<file path="src/hw/uit_pkg.sv">
// Purpose: shared constants and types of the usb toggle/irq/ep0 block
// Assumes: 32-bit axi4-lite register bus, one aligned word per register
// Notes:   offsets are byte addresses

package uit_pkg;

    // register byte offsets
    localparam logic [7:0] OFS_TX_TOGGLE    = 8'h00;
    localparam logic [7:0] OFS_TX_TOGGLE_EN = 8'h04;
    localparam logic [7:0] OFS_L1_STATUS    = 8'h08;
    localparam logic [7:0] OFS_L1_MASK      = 8'h0C;
    localparam logic [7:0] OFS_L1_POLARITY  = 8'h10;
    localparam logic [7:0] OFS_L1_CONTROL   = 8'h14;
    localparam logic [7:0] OFS_EP0_CSR      = 8'h18;

    // reset values
    localparam logic [11:0] RST_L1_MASK     = 12'h000;
    localparam logic [3:0]  RST_L1_POLARITY = 4'h2;
    localparam logic        RST_L1_CONTROL  = 1'b0;

    // level-1 source count, source, polarity and control bit positions
    localparam int L1_SRC_NUM      = 12;
    localparam int L1_LINE_ATTACH  = 7;
    localparam int L1_VBUS_OK      = 8;
    localparam int L1_POLAR_LSB    = 8;
    localparam int L1_CTRL_SYNC    = 0;

    // endpoint-0 control/status bit positions
    localparam int EP0_RX_READY    = 0;
    localparam int EP0_TX_READY    = 1;
    localparam int EP0_STALL_SENT  = 2;
    localparam int EP0_LAST_PKT    = 3;
    localparam int EP0_SETUP_ENDED = 4;
    localparam int EP0_STALL_REQ   = 5;
    localparam int EP0_RX_ACK      = 6;
    localparam int EP0_SETUP_ACK   = 7;
    localparam int EP0_FLUSH       = 8;

    // axi response codes
    localparam logic [1:0] RESP_OKAY   = 2'h0;
    localparam logic [1:0] RESP_SLVERR = 2'h2;

    localparam logic [1:0] LINE_SE0 = 2'h0;

    // phy/otg pins, all asynchronous to mclk
    typedef struct packed {
        logic       dp;
        logic       dm;
        logic [1:0] lineState;
        logic       vbusOk;
        logic       aSessionValid;
        logic       otgId;
    } uit_phy_type;

    // endpoint-0 handshake flags held by the device
    typedef struct packed {
        logic stallReq;
        logic setupEnded;
        logic lastPacket;
        logic stallSent;
        logic txReady;
        logic rxReady;
    } uit_ep0_type;

endpackage

</file>
<file path="src/hw/uit_usb_irq_toggle.sv">
// Purpose: tx toggle write gating, level-1 irq combiner, ep0 handshake flags
// Assumes: axi4-lite master, phy pins asynchronous, event inputs on mclk
// Notes:   status register is live level, not sticky
//
// The implementer's own choices: the AXI4-Lite slave port and the register addresses.

`timescale 1ns/1ps

// Functional notes
// - tx toggle write for endpoints 1-4 lands only while its enable bit is 1
// - power-down flag: host suspend+vbus+dp, peripheral+asession+dp, idle+no asession+se0
// - bit 10 shows vbus drive request against its polarity bit
// - bit 9 shows otg id input against its polarity bit
// - bit 8 shows vbus valid input against its polarity bit
// - bit 7 goes active when dp or dm is high
// - bits 6..0 show seven internal interrupt sources, read only
// - one mask bit per source, 1 passes it, all reset to 0
// - polarity bits 11..8, 1 triggers on low, only id polarity resets to 1
// - setup-end ack bit clears the setup-ended flag, self-clearing
module uit_usb_irq_toggle
    import uit_pkg::*;
#(
    parameter int ADDR_W    = 8,
    parameter int NUM_TX_EP = 4
)(
    input  wire logic                 mclk,
    input  wire logic                 rst,
    input  wire logic [ADDR_W-1:0]    awaddr,
    input  wire logic                 awvalid,
    output logic                      awready,
    input  wire logic [31:0]          wdata,
    input  wire logic [3:0]           wstrb,
    input  wire logic                 wvalid,
    output logic                      wready,
    output logic [1:0]                bresp,
    output logic                      bvalid,
    input  wire logic                 bready,
    input  wire logic [ADDR_W-1:0]    araddr,
    input  wire logic                 arvalid,
    output logic                      arready,
    output logic [31:0]               rdata,
    output logic [1:0]                rresp,
    output logic                      rvalid,
    input  wire logic                 rready,
    input  wire uit_phy_type          phyPins,
    input  wire logic                 hostMode,
    input  wire logic                 hostSuspend,
    input  wire logic                 periMode,
    input  wire logic                 idleState,
    input  wire logic                 vbusDriveRequest,
    input  wire logic [6:0]           coreIrqSrc,
    input  wire logic [NUM_TX_EP-1:0] txToggleFlip,
    input  wire logic                 ep0RxArrived,
    input  wire logic                 ep0TxSent,
    input  wire logic                 ep0SetupEndEvt,
    input  wire logic                 ep0StallSentEvt,
    output logic                      usbIrq,
    output logic [NUM_TX_EP-1:0]      txToggleState,
    output logic                      ep0TxReady,
    output logic                      ep0StallRequest,
    output logic                      ep0LastPacket,
    output logic                      ep0FifoPtrReset
);

    // refuse shapes the fixed register layout cannot hold
    if (ADDR_W < 5 || NUM_TX_EP < 1 || NUM_TX_EP > 15)
    begin : g_bad_param
        $error("uit_usb_irq_toggle: unsupported ADDR_W or NUM_TX_EP");
    end

    logic [7:0]            awAddr_q;
    logic                  awHeld_q;
    logic [31:0]           wData_q;
    logic [3:0]            wStrb_q;
    logic                  wHeld_q;
    logic                  wrFire;
    logic [31:0]           wMask;
    logic                  wFull;
    logic [NUM_TX_EP-1:0]  toggleEn_q;
    logic [NUM_TX_EP-1:0]  toggle_q;
    logic [11:0]           mask_q;
    logic [3:0]            polar_q;
    logic                  ctrlSync_q;
    uit_ep0_type           ep0_q;
    logic                  flush_q;
    uit_phy_type           phyMeta_q;
    uit_phy_type           phy_q;
    logic [11:0]           status;
    logic                  irqComb;
    logic                  irq_q;

    // byte-lane enables expanded to bit mask
    function automatic logic [31:0] laneMask(input logic [3:0] s);
        logic [31:0] m;
        m = 32'h0000_0000;
        for (int i = 0; i < 4; i++)
        begin
            m[i*8 +: 8] = {8{s[i]}};
        end
        return m;
    endfunction

    // address decode shared by both bus directions
    function automatic logic isMapped(input logic [7:0] a);
        return a == OFS_TX_TOGGLE || a == OFS_TX_TOGGLE_EN || a == OFS_L1_STATUS
            || a == OFS_L1_MASK || a == OFS_L1_POLARITY || a == OFS_L1_CONTROL
            || a == OFS_EP0_CSR;
    endfunction

    // two-stage synchroniser for the phy pins
    always_ff @(posedge mclk or posedge rst)
    begin
        if (rst)
        begin
            phyMeta_q <= '0;
            phy_q     <= '0;
        end
        else
        begin
            phyMeta_q <= phyPins;
            phy_q     <= phyMeta_q;
        end
    end

    // write address channel, held until the data also arrives
    assign awready = !awHeld_q && !bvalid;
    assign wready  = !wHeld_q && !bvalid;
    assign wrFire  = awHeld_q && wHeld_q;
    assign wMask   = laneMask(wStrb_q);
    assign wFull   = wStrb_q == 4'hF;

    always_ff @(posedge mclk or posedge rst)
    begin
        if (rst)
        begin
            awHeld_q <= 1'b0;
            awAddr_q <= 8'h00;
        end
        else if (awvalid && awready)
        begin
            awHeld_q <= 1'b1;
            awAddr_q <= 8'(awaddr);
        end
        else if (wrFire)
        begin
            awHeld_q <= 1'b0;
        end
    end

    // write data channel, taken independently of the address
    always_ff @(posedge mclk or posedge rst)
    begin
        if (rst)
        begin
            wHeld_q <= 1'b0;
            wData_q <= 32'h0000_0000;
            wStrb_q <= 4'h0;
        end
        else if (wvalid && wready)
        begin
            wHeld_q <= 1'b1;
            wData_q <= wdata;
            wStrb_q <= wstrb;
        end
        else if (wrFire)
        begin
            wHeld_q <= 1'b0;
        end
    end

    // write response one cycle after both halves are held
    always_ff @(posedge mclk or posedge rst)
    begin
        if (rst)
        begin
            bvalid <= 1'b0;
            bresp  <= RESP_OKAY;
        end
        else if (wrFire)
        begin
            bvalid <= 1'b1;
            bresp  <= isMapped(awAddr_q) ? RESP_OKAY : RESP_SLVERR;
        end
        else if (bready)
        begin
            bvalid <= 1'b0;
        end
    end

    // toggle enables; partial writes ignored to protect the gate
    always_ff @(posedge mclk or posedge rst)
    begin
        if (rst)
        begin
            toggleEn_q <= '0;
        end
        else if (wrFire && awAddr_q == OFS_TX_TOGGLE_EN && wFull)
        begin
            toggleEn_q <= wData_q[NUM_TX_EP:1];
        end
    end

    // per-endpoint toggle: gated software write, else link flip
    for (genvar e = 0; e < NUM_TX_EP; e++)
    begin : g_toggle
        always_ff @(posedge mclk or posedge rst)
        begin
            if (rst)
            begin
                toggle_q[e] <= 1'b0;
            end
            else if (wrFire && awAddr_q == OFS_TX_TOGGLE && wMask[e+1] && toggleEn_q[e])
            begin
                toggle_q[e] <= wData_q[e+1];
            end
            else if (txToggleFlip[e])
            begin
                toggle_q[e] <= !toggle_q[e];
            end
        end
    end
    assign txToggleState = toggle_q;

    // mask, polarity and control registers
    always_ff @(posedge mclk or posedge rst)
    begin
        if (rst)
        begin
            mask_q     <= RST_L1_MASK;
            polar_q    <= RST_L1_POLARITY;
            ctrlSync_q <= RST_L1_CONTROL;
        end
        else if (wrFire)
        begin
            if (awAddr_q == OFS_L1_MASK)
            begin
                mask_q <= (mask_q & ~wMask[11:0]) | (wData_q[11:0] & wMask[11:0]);
            end
            if (awAddr_q == OFS_L1_POLARITY)
            begin
                polar_q <= (polar_q & ~wMask[11:8]) | (wData_q[11:8] & wMask[11:8]);
            end
            if (awAddr_q == OFS_L1_CONTROL && wMask[L1_CTRL_SYNC])
            begin
                ctrlSync_q <= wData_q[L1_CTRL_SYNC];
            end
        end
    end

    // live level-1 status; polarity 1 means trigger on low
    always_comb
    begin
        status[6:0]            = coreIrqSrc;
        status[L1_LINE_ATTACH] = phy_q.dp || phy_q.dm;
        status[8]  = phy_q.vbusOk ^ polar_q[0];
        status[9]  = phy_q.otgId ^ polar_q[1];
        status[10] = vbusDriveRequest ^ polar_q[2];
        status[11] = polar_q[3] ^ ((hostMode && hostSuspend && phy_q.vbusOk && phy_q.dp)
                   || (periMode && phy_q.aSessionValid && phy_q.dp)
                   || (idleState && !phy_q.aSessionValid && phy_q.lineState == LINE_SE0));
    end

    // combine unmasked sources into one line
    assign irqComb = |(status & mask_q);

    always_ff @(posedge mclk or posedge rst)
    begin
        if (rst)
        begin
            irq_q <= 1'b0;
        end
        else
        begin
            irq_q <= irqComb;
        end
    end

    // registered path trades a cycle of latency for a glitch-free line
    assign usbIrq = ctrlSync_q ? irq_q : irqComb;

    // endpoint-0 flags; hardware set wins over software clear
    always_ff @(posedge mclk or posedge rst)
    begin
        if (rst)
        begin
            ep0_q <= '0;
        end
        else
        begin
            if (ep0RxArrived)
            begin
                ep0_q.rxReady <= 1'b1;
            end
            else if (wrFire && awAddr_q == OFS_EP0_CSR
                     && ((wMask[0] && wData_q[EP0_RX_ACK]) || (wMask[8] && wData_q[EP0_FLUSH])))
            begin
                ep0_q.rxReady <= 1'b0;
            end
            if (ep0TxSent || (wrFire && awAddr_q == OFS_EP0_CSR && wMask[8] && wData_q[EP0_FLUSH]))
            begin
                ep0_q.txReady    <= 1'b0;
                ep0_q.lastPacket <= 1'b0;
            end
            else if (wrFire && awAddr_q == OFS_EP0_CSR && wMask[0])
            begin
                ep0_q.txReady    <= ep0_q.txReady | wData_q[EP0_TX_READY];
                ep0_q.lastPacket <= ep0_q.lastPacket | wData_q[EP0_LAST_PKT];
            end
            if (ep0SetupEndEvt)
            begin
                ep0_q.setupEnded <= 1'b1;
            end
            else if (wrFire && awAddr_q == OFS_EP0_CSR && wMask[0] && wData_q[EP0_SETUP_ACK])
            begin
                ep0_q.setupEnded <= 1'b0;
            end
            if (ep0StallSentEvt)
            begin
                ep0_q.stallSent <= 1'b1;
                ep0_q.stallReq  <= 1'b0;
            end
            else if (wrFire && awAddr_q == OFS_EP0_CSR && wMask[0])
            begin
                ep0_q.stallSent <= ep0_q.stallSent & wData_q[EP0_STALL_SENT];
                ep0_q.stallReq  <= ep0_q.stallReq | wData_q[EP0_STALL_REQ];
            end
        end
    end

    // flush strobe lasts one cycle; the bit is not held in ep0_q, so it reads back as 0
    always_ff @(posedge mclk or posedge rst)
    begin
        if (rst)
        begin
            flush_q <= 1'b0;
        end
        else
        begin
            flush_q <= wrFire && awAddr_q == OFS_EP0_CSR && wMask[8] && wData_q[EP0_FLUSH];
        end
    end

    assign ep0FifoPtrReset = flush_q;
    assign ep0TxReady      = ep0_q.txReady;
    assign ep0StallRequest = ep0_q.stallReq;
    assign ep0LastPacket   = ep0_q.lastPacket;

    // read channel, data registered one cycle after the address
    assign arready = !rvalid;

    always_ff @(posedge mclk or posedge rst)
    begin
        if (rst)
        begin
            rvalid <= 1'b0;
            rdata  <= 32'h0000_0000;
            rresp  <= RESP_OKAY;
        end
        else if (arvalid && arready)
        begin
            rvalid <= 1'b1;
            rresp  <= isMapped(8'(araddr)) ? RESP_OKAY : RESP_SLVERR;
            unique case (8'(araddr))
                OFS_TX_TOGGLE:    rdata <= 32'({toggle_q, 1'b0});
                OFS_TX_TOGGLE_EN: rdata <= 32'({toggleEn_q, 1'b0});
                OFS_L1_STATUS:    rdata <= 32'(status);
                OFS_L1_MASK:      rdata <= 32'(mask_q);
                OFS_L1_POLARITY:  rdata <= 32'({polar_q, 8'h00});
                OFS_L1_CONTROL:   rdata <= 32'(ctrlSync_q);
                OFS_EP0_CSR:      rdata <= 32'(ep0_q); // ack and flush bits read 0
                default:          rdata <= 32'h0000_0000;
            endcase
        end
        else if (rready)
        begin
            rvalid <= 1'b0;
        end
    end

endmodule

</file>
<file path="config.mk">
export PLATFORM = sky130hd
export DESIGN_NAME = uit_usb_irq_toggle
export DESIGN_NICKNAME = d
export VERILOG_FILES = /design/src/hw/uit_pkg.sv /design/src/hw/uit_usb_irq_toggle.sv
export SDC_FILE = /design/constraint.sdc
export NUM_CORES = 1
export LEC_CHECK = 0
export ABC_AREA = 1
export BUFFER_PORTS_ARGS = -buffer_cell sky130_fd_sc_hd__clkbuf_2
export CORE_MARGIN = 10
export CORE_UTILIZATION = 50
export DETAILED_ROUTE_END_ITERATION = 16
export GPL_ROUTABILITY_DRIVEN = 0
export PLACE_DENSITY = 0.76
export SLEW_MARGIN = 20
export SYNTH_ARGS = -nofsm -noshare
export SYNTH_HDL_FRONTEND = slang
export SYNTH_SLANG_ARGS = --single-unit
</file>
<file path="constraint.sdc">
create_clock -name mclk -period 5.7 [get_ports mclk]
set_input_delay 0.285 -clock mclk [delete_from_list [all_inputs] [get_ports mclk]]
set_output_delay 0.285 -clock mclk [all_outputs]
set_load 0.01 [all_outputs]
</file>
Word-level counts from Yosys, hierarchy flattened
Cells that the tools add are included.
{"block": "classes", "eq_ne": 13, "n_bitwise": 17, "mux": 31, "reduce_logical": 75}
{"operator": "$pmux W12 S7", "n": 1}
{"operator": "$eq A8 B5 Y1 const B", "n": 6}
{"operator": "$and A12 B12 Y12", "n": 3}
{"operator": "$eq A8 B4 Y1 const B", "n": 4}
{"operator": "$logic_and A1 B1 Y1", "n": 30}
{"operator": "$mux W1", "n": 28}
{"operator": "$reduce_bool A2 Y1", "n": 12}
{"operator": "$logic_or A1 B1 Y1", "n": 17}
{"operator": "$eq A8 B3 Y1 const B", "n": 2}
{"operator": "$logic_not A8 Y1", "n": 2}
{"operator": "$not A12 Y12", "n": 1}
{"operator": "$or A12 B12 Y12", "n": 1}
{"operator": "$reduce_or A12 Y1", "n": 1}
{"operator": "$logic_not A1 Y1", "n": 9}
{"operator": "$and A4 B4 Y4", "n": 2}
{"operator": "$reduce_and A2 Y1", "n": 3}
{"operator": "$eq A4 B4 Y1 const B", "n": 1}
{"operator": "$mux W2", "n": 2}
{"operator": "$not A4 Y4", "n": 1}
{"operator": "$or A4 B4 Y4", "n": 1}
{"operator": "$xor A1 B1 Y1", "n": 4}
{"operator": "$or A1 B1 Y1", "n": 3}
{"operator": "$logic_not A2 Y1", "n": 1}
{"operator": "$and A1 B1 Y1", "n": 1}
{"block": "totals", "out_inout_bits": 50, "reg_bits": 111, "in_bits": 86, "elab_cells": 174}

Logic depth before layout (Yosys ltp)
{"block": "depth", "ltp_word": 9, "ltp_mapped": 10, "ltp_nobuf": 10}

Worst setup path after synthesis
OpenSTA, ideal clock, no wires.
{"block": "synth_path", "kind": "register to register", "start": "register bvalid", "end": "register awAddr_q[0]", "path_stages_with_launch": 5, "t_arrival_ps": 1213, "n_path_buf": 1, "synth_period_minus_slack_ps": 1338, "path_slack_ps": 4362, "cell_sequence": "dfrtp_1 > nor2_1 > nand2_1 > buf_2 > mux2_2"}
{"block": "synth_via", "elab_chain_len": 3}
{"item": "from (decl)", "line": "uit_usb_irq_toggle.sv:36", "source": "output logic bvalid,"}
{"item": "from (signal assigned)", "line": "uit_usb_irq_toggle.sv:176", "source": "bvalid <= 1'b0;"}
{"item": "from (signal assigned)", "line": "uit_usb_irq_toggle.sv:181", "source": "bvalid <= 1'b1;"}
{"item": "from (signal assigned)", "line": "uit_usb_irq_toggle.sv:186", "source": "bvalid <= 1'b0;"}
{"item": "$logic_not A1 Y1", "line": "uit_usb_irq_toggle.sv:126", "source": "assign awready = !awHeld_q && !bvalid;"}
{"item": "$logic_and A1 B1 Y1", "line": "uit_usb_irq_toggle.sv:126"}
{"item": "via awready", "line": "uit_usb_irq_toggle.sv:30", "source": "output logic awready,"}
{"item": "$logic_and A1 B1 Y1", "line": "uit_usb_irq_toggle.sv:139", "source": "else if (awvalid && awready)"}
{"item": "to (signal assigned)", "line": "uit_usb_irq_toggle.sv:142", "source": "awAddr_q <= 8'(awaddr);"}
{"item": "to (decl)", "line": "uit_usb_irq_toggle.sv:71", "source": "logic [7:0] awAddr_q;"}
The timed path passes the listed nets, and every way through them passes these cells.
A chain may end at the register's enable or synchronous reset.

==> flow_summary_export.csv <==
group,metric,value,unit
status,status,"complete, no violations",
critical_path,worstPathRequired,5.41,ns
clocking,insertion_delay,0.36,ns
synth,synth.mux.area_fraction,2.16,%
synth,synthFlopType,"dfrtp_1",
die,start_util,51.1,%
synth,ys_seq_area_share,53.4,%
detailed_routing,drt-vias-per-instance,4.95,
critical_path,crit_top_cell,"nand2_1",
die,rows,33,
sta,final.period_utilization,33.9,%
synth,synth-seq-cells,89,
critical_path,crit_family,"flip-flops",
synth,synthAdderAreaFrac,0,%
synth,synthSimpleGateAreaFrac,25.4,%
placed_design,dp_cells,672,
synth,avgSynthCellArea,8.61,sq um
detailed_routing,remaining_drc_errors,0,
critical_path,crit_chain,"nand2_1, nand3_1, nand2_1, inv_1, nand2_1, nor2_1, nand2_1, nand2_1, nand2_1, clkbuf_2",
synth,synthXorXnorAreaFrac,0.839,%
sta,tns,0,ns
synth,syn_area,4180,sq um
critical_path,cp.arrival,1.65,ns
layout,final_common_cell,"nand2_1",
detailed_routing,antenna_left,0,
detailed_routing,firstDrtPassIters,4,
placed_design,dpl_cell_area,4630,sq um
synth,synth-compound-area-share,8.00,%
pwr,powerDensity,360,nW/um^2
grt,grtUsageMet3,6.33,%
synth,synth-edff-count,0,
run,cap_violations,0,
synth,synthArstFlopShare,100,%
critical_path,critPathBufInv,2,
critical_path,critPathLaunchType,"flop",
sta,finalClockSkew,0.00925,ns
synth,yosysUniqueCellTypes,28,
detailed_routing,drt-wirelength-per-cell,14.3,um
sta,finalCriticalPeriod,1.93,ns
sta,relSlewSlack,37.7,%
layout,final_nets,664,
critical_path,r2r_slack,3.89,ns
clocking,cts_buffers,9,
pwr,irDropWorstVdd,0.244,mV
die,dieArea,12400,sq um
critical_path,end_kind,"primary output",
clocking,cts_sinks,89,
layout,num_antenna_cells,0,
clocking,post_cts_buffers,0,
layout,layout_common_cells,"nand2_1 (128), clkbuf_2 (93), dfrtp_1 (88)",
critical_path,timing.rr.start,"wHeld_q",
grt,grt_max_degree,90,
placed_design,io_buffers,93,
layout,area_delta_synth_final,15.5,%
grt,antenna_found_initial,0,
grt,grt_pass1_vias,3508,
sta,rsz0062_at_grt,"no",
detailed_routing,drtIter0Drc,165,
clocking,clk_pin_slew_worst_paths,0.08,ns
critical_path,crit_fanout,4,
die,ios,136,
clocking,ctsHtreeMaxLevel,3,
placed_design,hpwl,7.65,mm
sta,worst_pin_slew,0.932,ns
sta,max_freq,518,MHz
layout,fin_area,4820,sq um
critical_path,slowest_stage,"dfstp_2",
detailed_routing,wl,9.82,mm
die,die_w,111,um
clocking,cts_tree,"built",
clocking,cts_resized,0,
detailed_routing,vias,3406,
critical_path,path_class,"flop to primary output",
sta,holdWs,0.0235,ns
synth,synth_top_family_by_area,"simple AND/OR/NAND/NOR gates",
min_path,hp-class,"primary input to flop",
grt,use_met2,24.3,%
critical_path,cp_slowest_stage_delay,0.57,ns
pwr,p_leak,2.57,nW
sta,finalSetupViolations,0,
die,die_h,111,um
layout,instances_no_fill,688,
clocking,cts_buffer_depth,2,
sta,final-hold-violation-count,0,
clocking,hold_buffers,0,
synth,synthCells,485,
clocking,cts_root_buf,"clkbuf_8",
min_path,min_from,"phyPins[5]",
grt,grt_overflow,0,
grt,grt.total_usage,16.0,%
grt,grt.met1_usage,20.6,%
grt,grt.busiest_layer,"met2",
grt,grt_pass1_wl,16.7,mm
sta,final_max_slew_viol_count,0,
layout,drive_gt1_share,24.2,%
die,coreArea,8180,sq um
synth,yosysWarnings,0,
-- path summary, 6_finish.rpt --
kind	end	depth (start not counted)
min reg2reg	phy_q[2]	0
max	usbIrq	10
min	phyMeta_q[5]	1
max reg2reg	wStrb_q[0]	3
min in group asynchronous	phy_q[2]	3
max in group asynchronous	rdata[4]	3
-- synthesized netlist by cell type, types with 2 or more instances --
cell type | count | share of area (%)
nor2_2 | 3 | 0.45
dfrtp_1 | 88 | 53
nor3_2 | 3 | 0.72
buf_6 | 2 | 0.54
clkbuf_1 | 2 | 0.18
nand2_2 | 5 | 0.75
mux2_2 | 8 | 2.2
nand2_1 | 128 | 12
xor2_1 | 4 | 0.84
nor3_4 | 2 | 0.78
nand3_1 | 54 | 6.5
o21ai_2 | 8 | 1.7
inv_1 | 51 | 4.6
buf_4 | 23 | 4.1
o21ai_0 | 20 | 2.4
nor2_1 | 35 | 3.1
nand4_1 | 3 | 0.45
a21oi_1 | 22 | 2.6
nor3_1 | 3 | 0.36
buf_2 | 6 | 0.72
o21ai_1 | 8 | 0.96
-- through the flow --
| step | power (mW) | utilization, % | worst slack, ns |
|---|---|---|---|
| after floorplan | 1.20 | - | 3.11 |
| after global placement | 1.32 | 56.6 | 3.90 |
| after detailed placement | 1.34 | 56.6 | 3.89 |
| after CTS | 1.76 | 59.0 | 3.74 |
| after global routing | 1.86 | 59.0 | 3.61 |
| final | 1.74 | 59.0 | 3.77 |
-- where the power goes --
part | internal [mW] | total [mW] | switching [mW]
clock | 0.195 | 0.415 | 0.219
sequential | 0.771 | 0.881 | 0.110
combinational | 0.166 | 0.442 | 0.277
total | 1.13 | 1.74 | 0.606
-- final cells by class --
class,count,area [sq um]
clock buffers,13,169
clock inverters,3,23.8
fillers,738,3350
inverters,51,193
multi-input cells,333,1600
flip-flops and latches,89,2230
well taps,105,131
repair buffers,94,477
-- cell families (layout without fill, tap and decap cells) --
logic type	count (synthesis)	in the layout
and+or+nand+nor	239	239
DFF	89	89
buffers and inverters	84	161
AOI/OAI and AO/OA	60	60
muxes	8	8
xor gates and xnor gates	4	4
other	1	22
-- per-layer routing --
metal | up-vias | part of all wire (%)
met5 | - | 0
met4 | 0 | 1.5
met3 | 11 | 10
met2 | 121 | 44
li1 | 1692 | -
met1 | 1582 | 44
(Power assumes the default switching activity.)
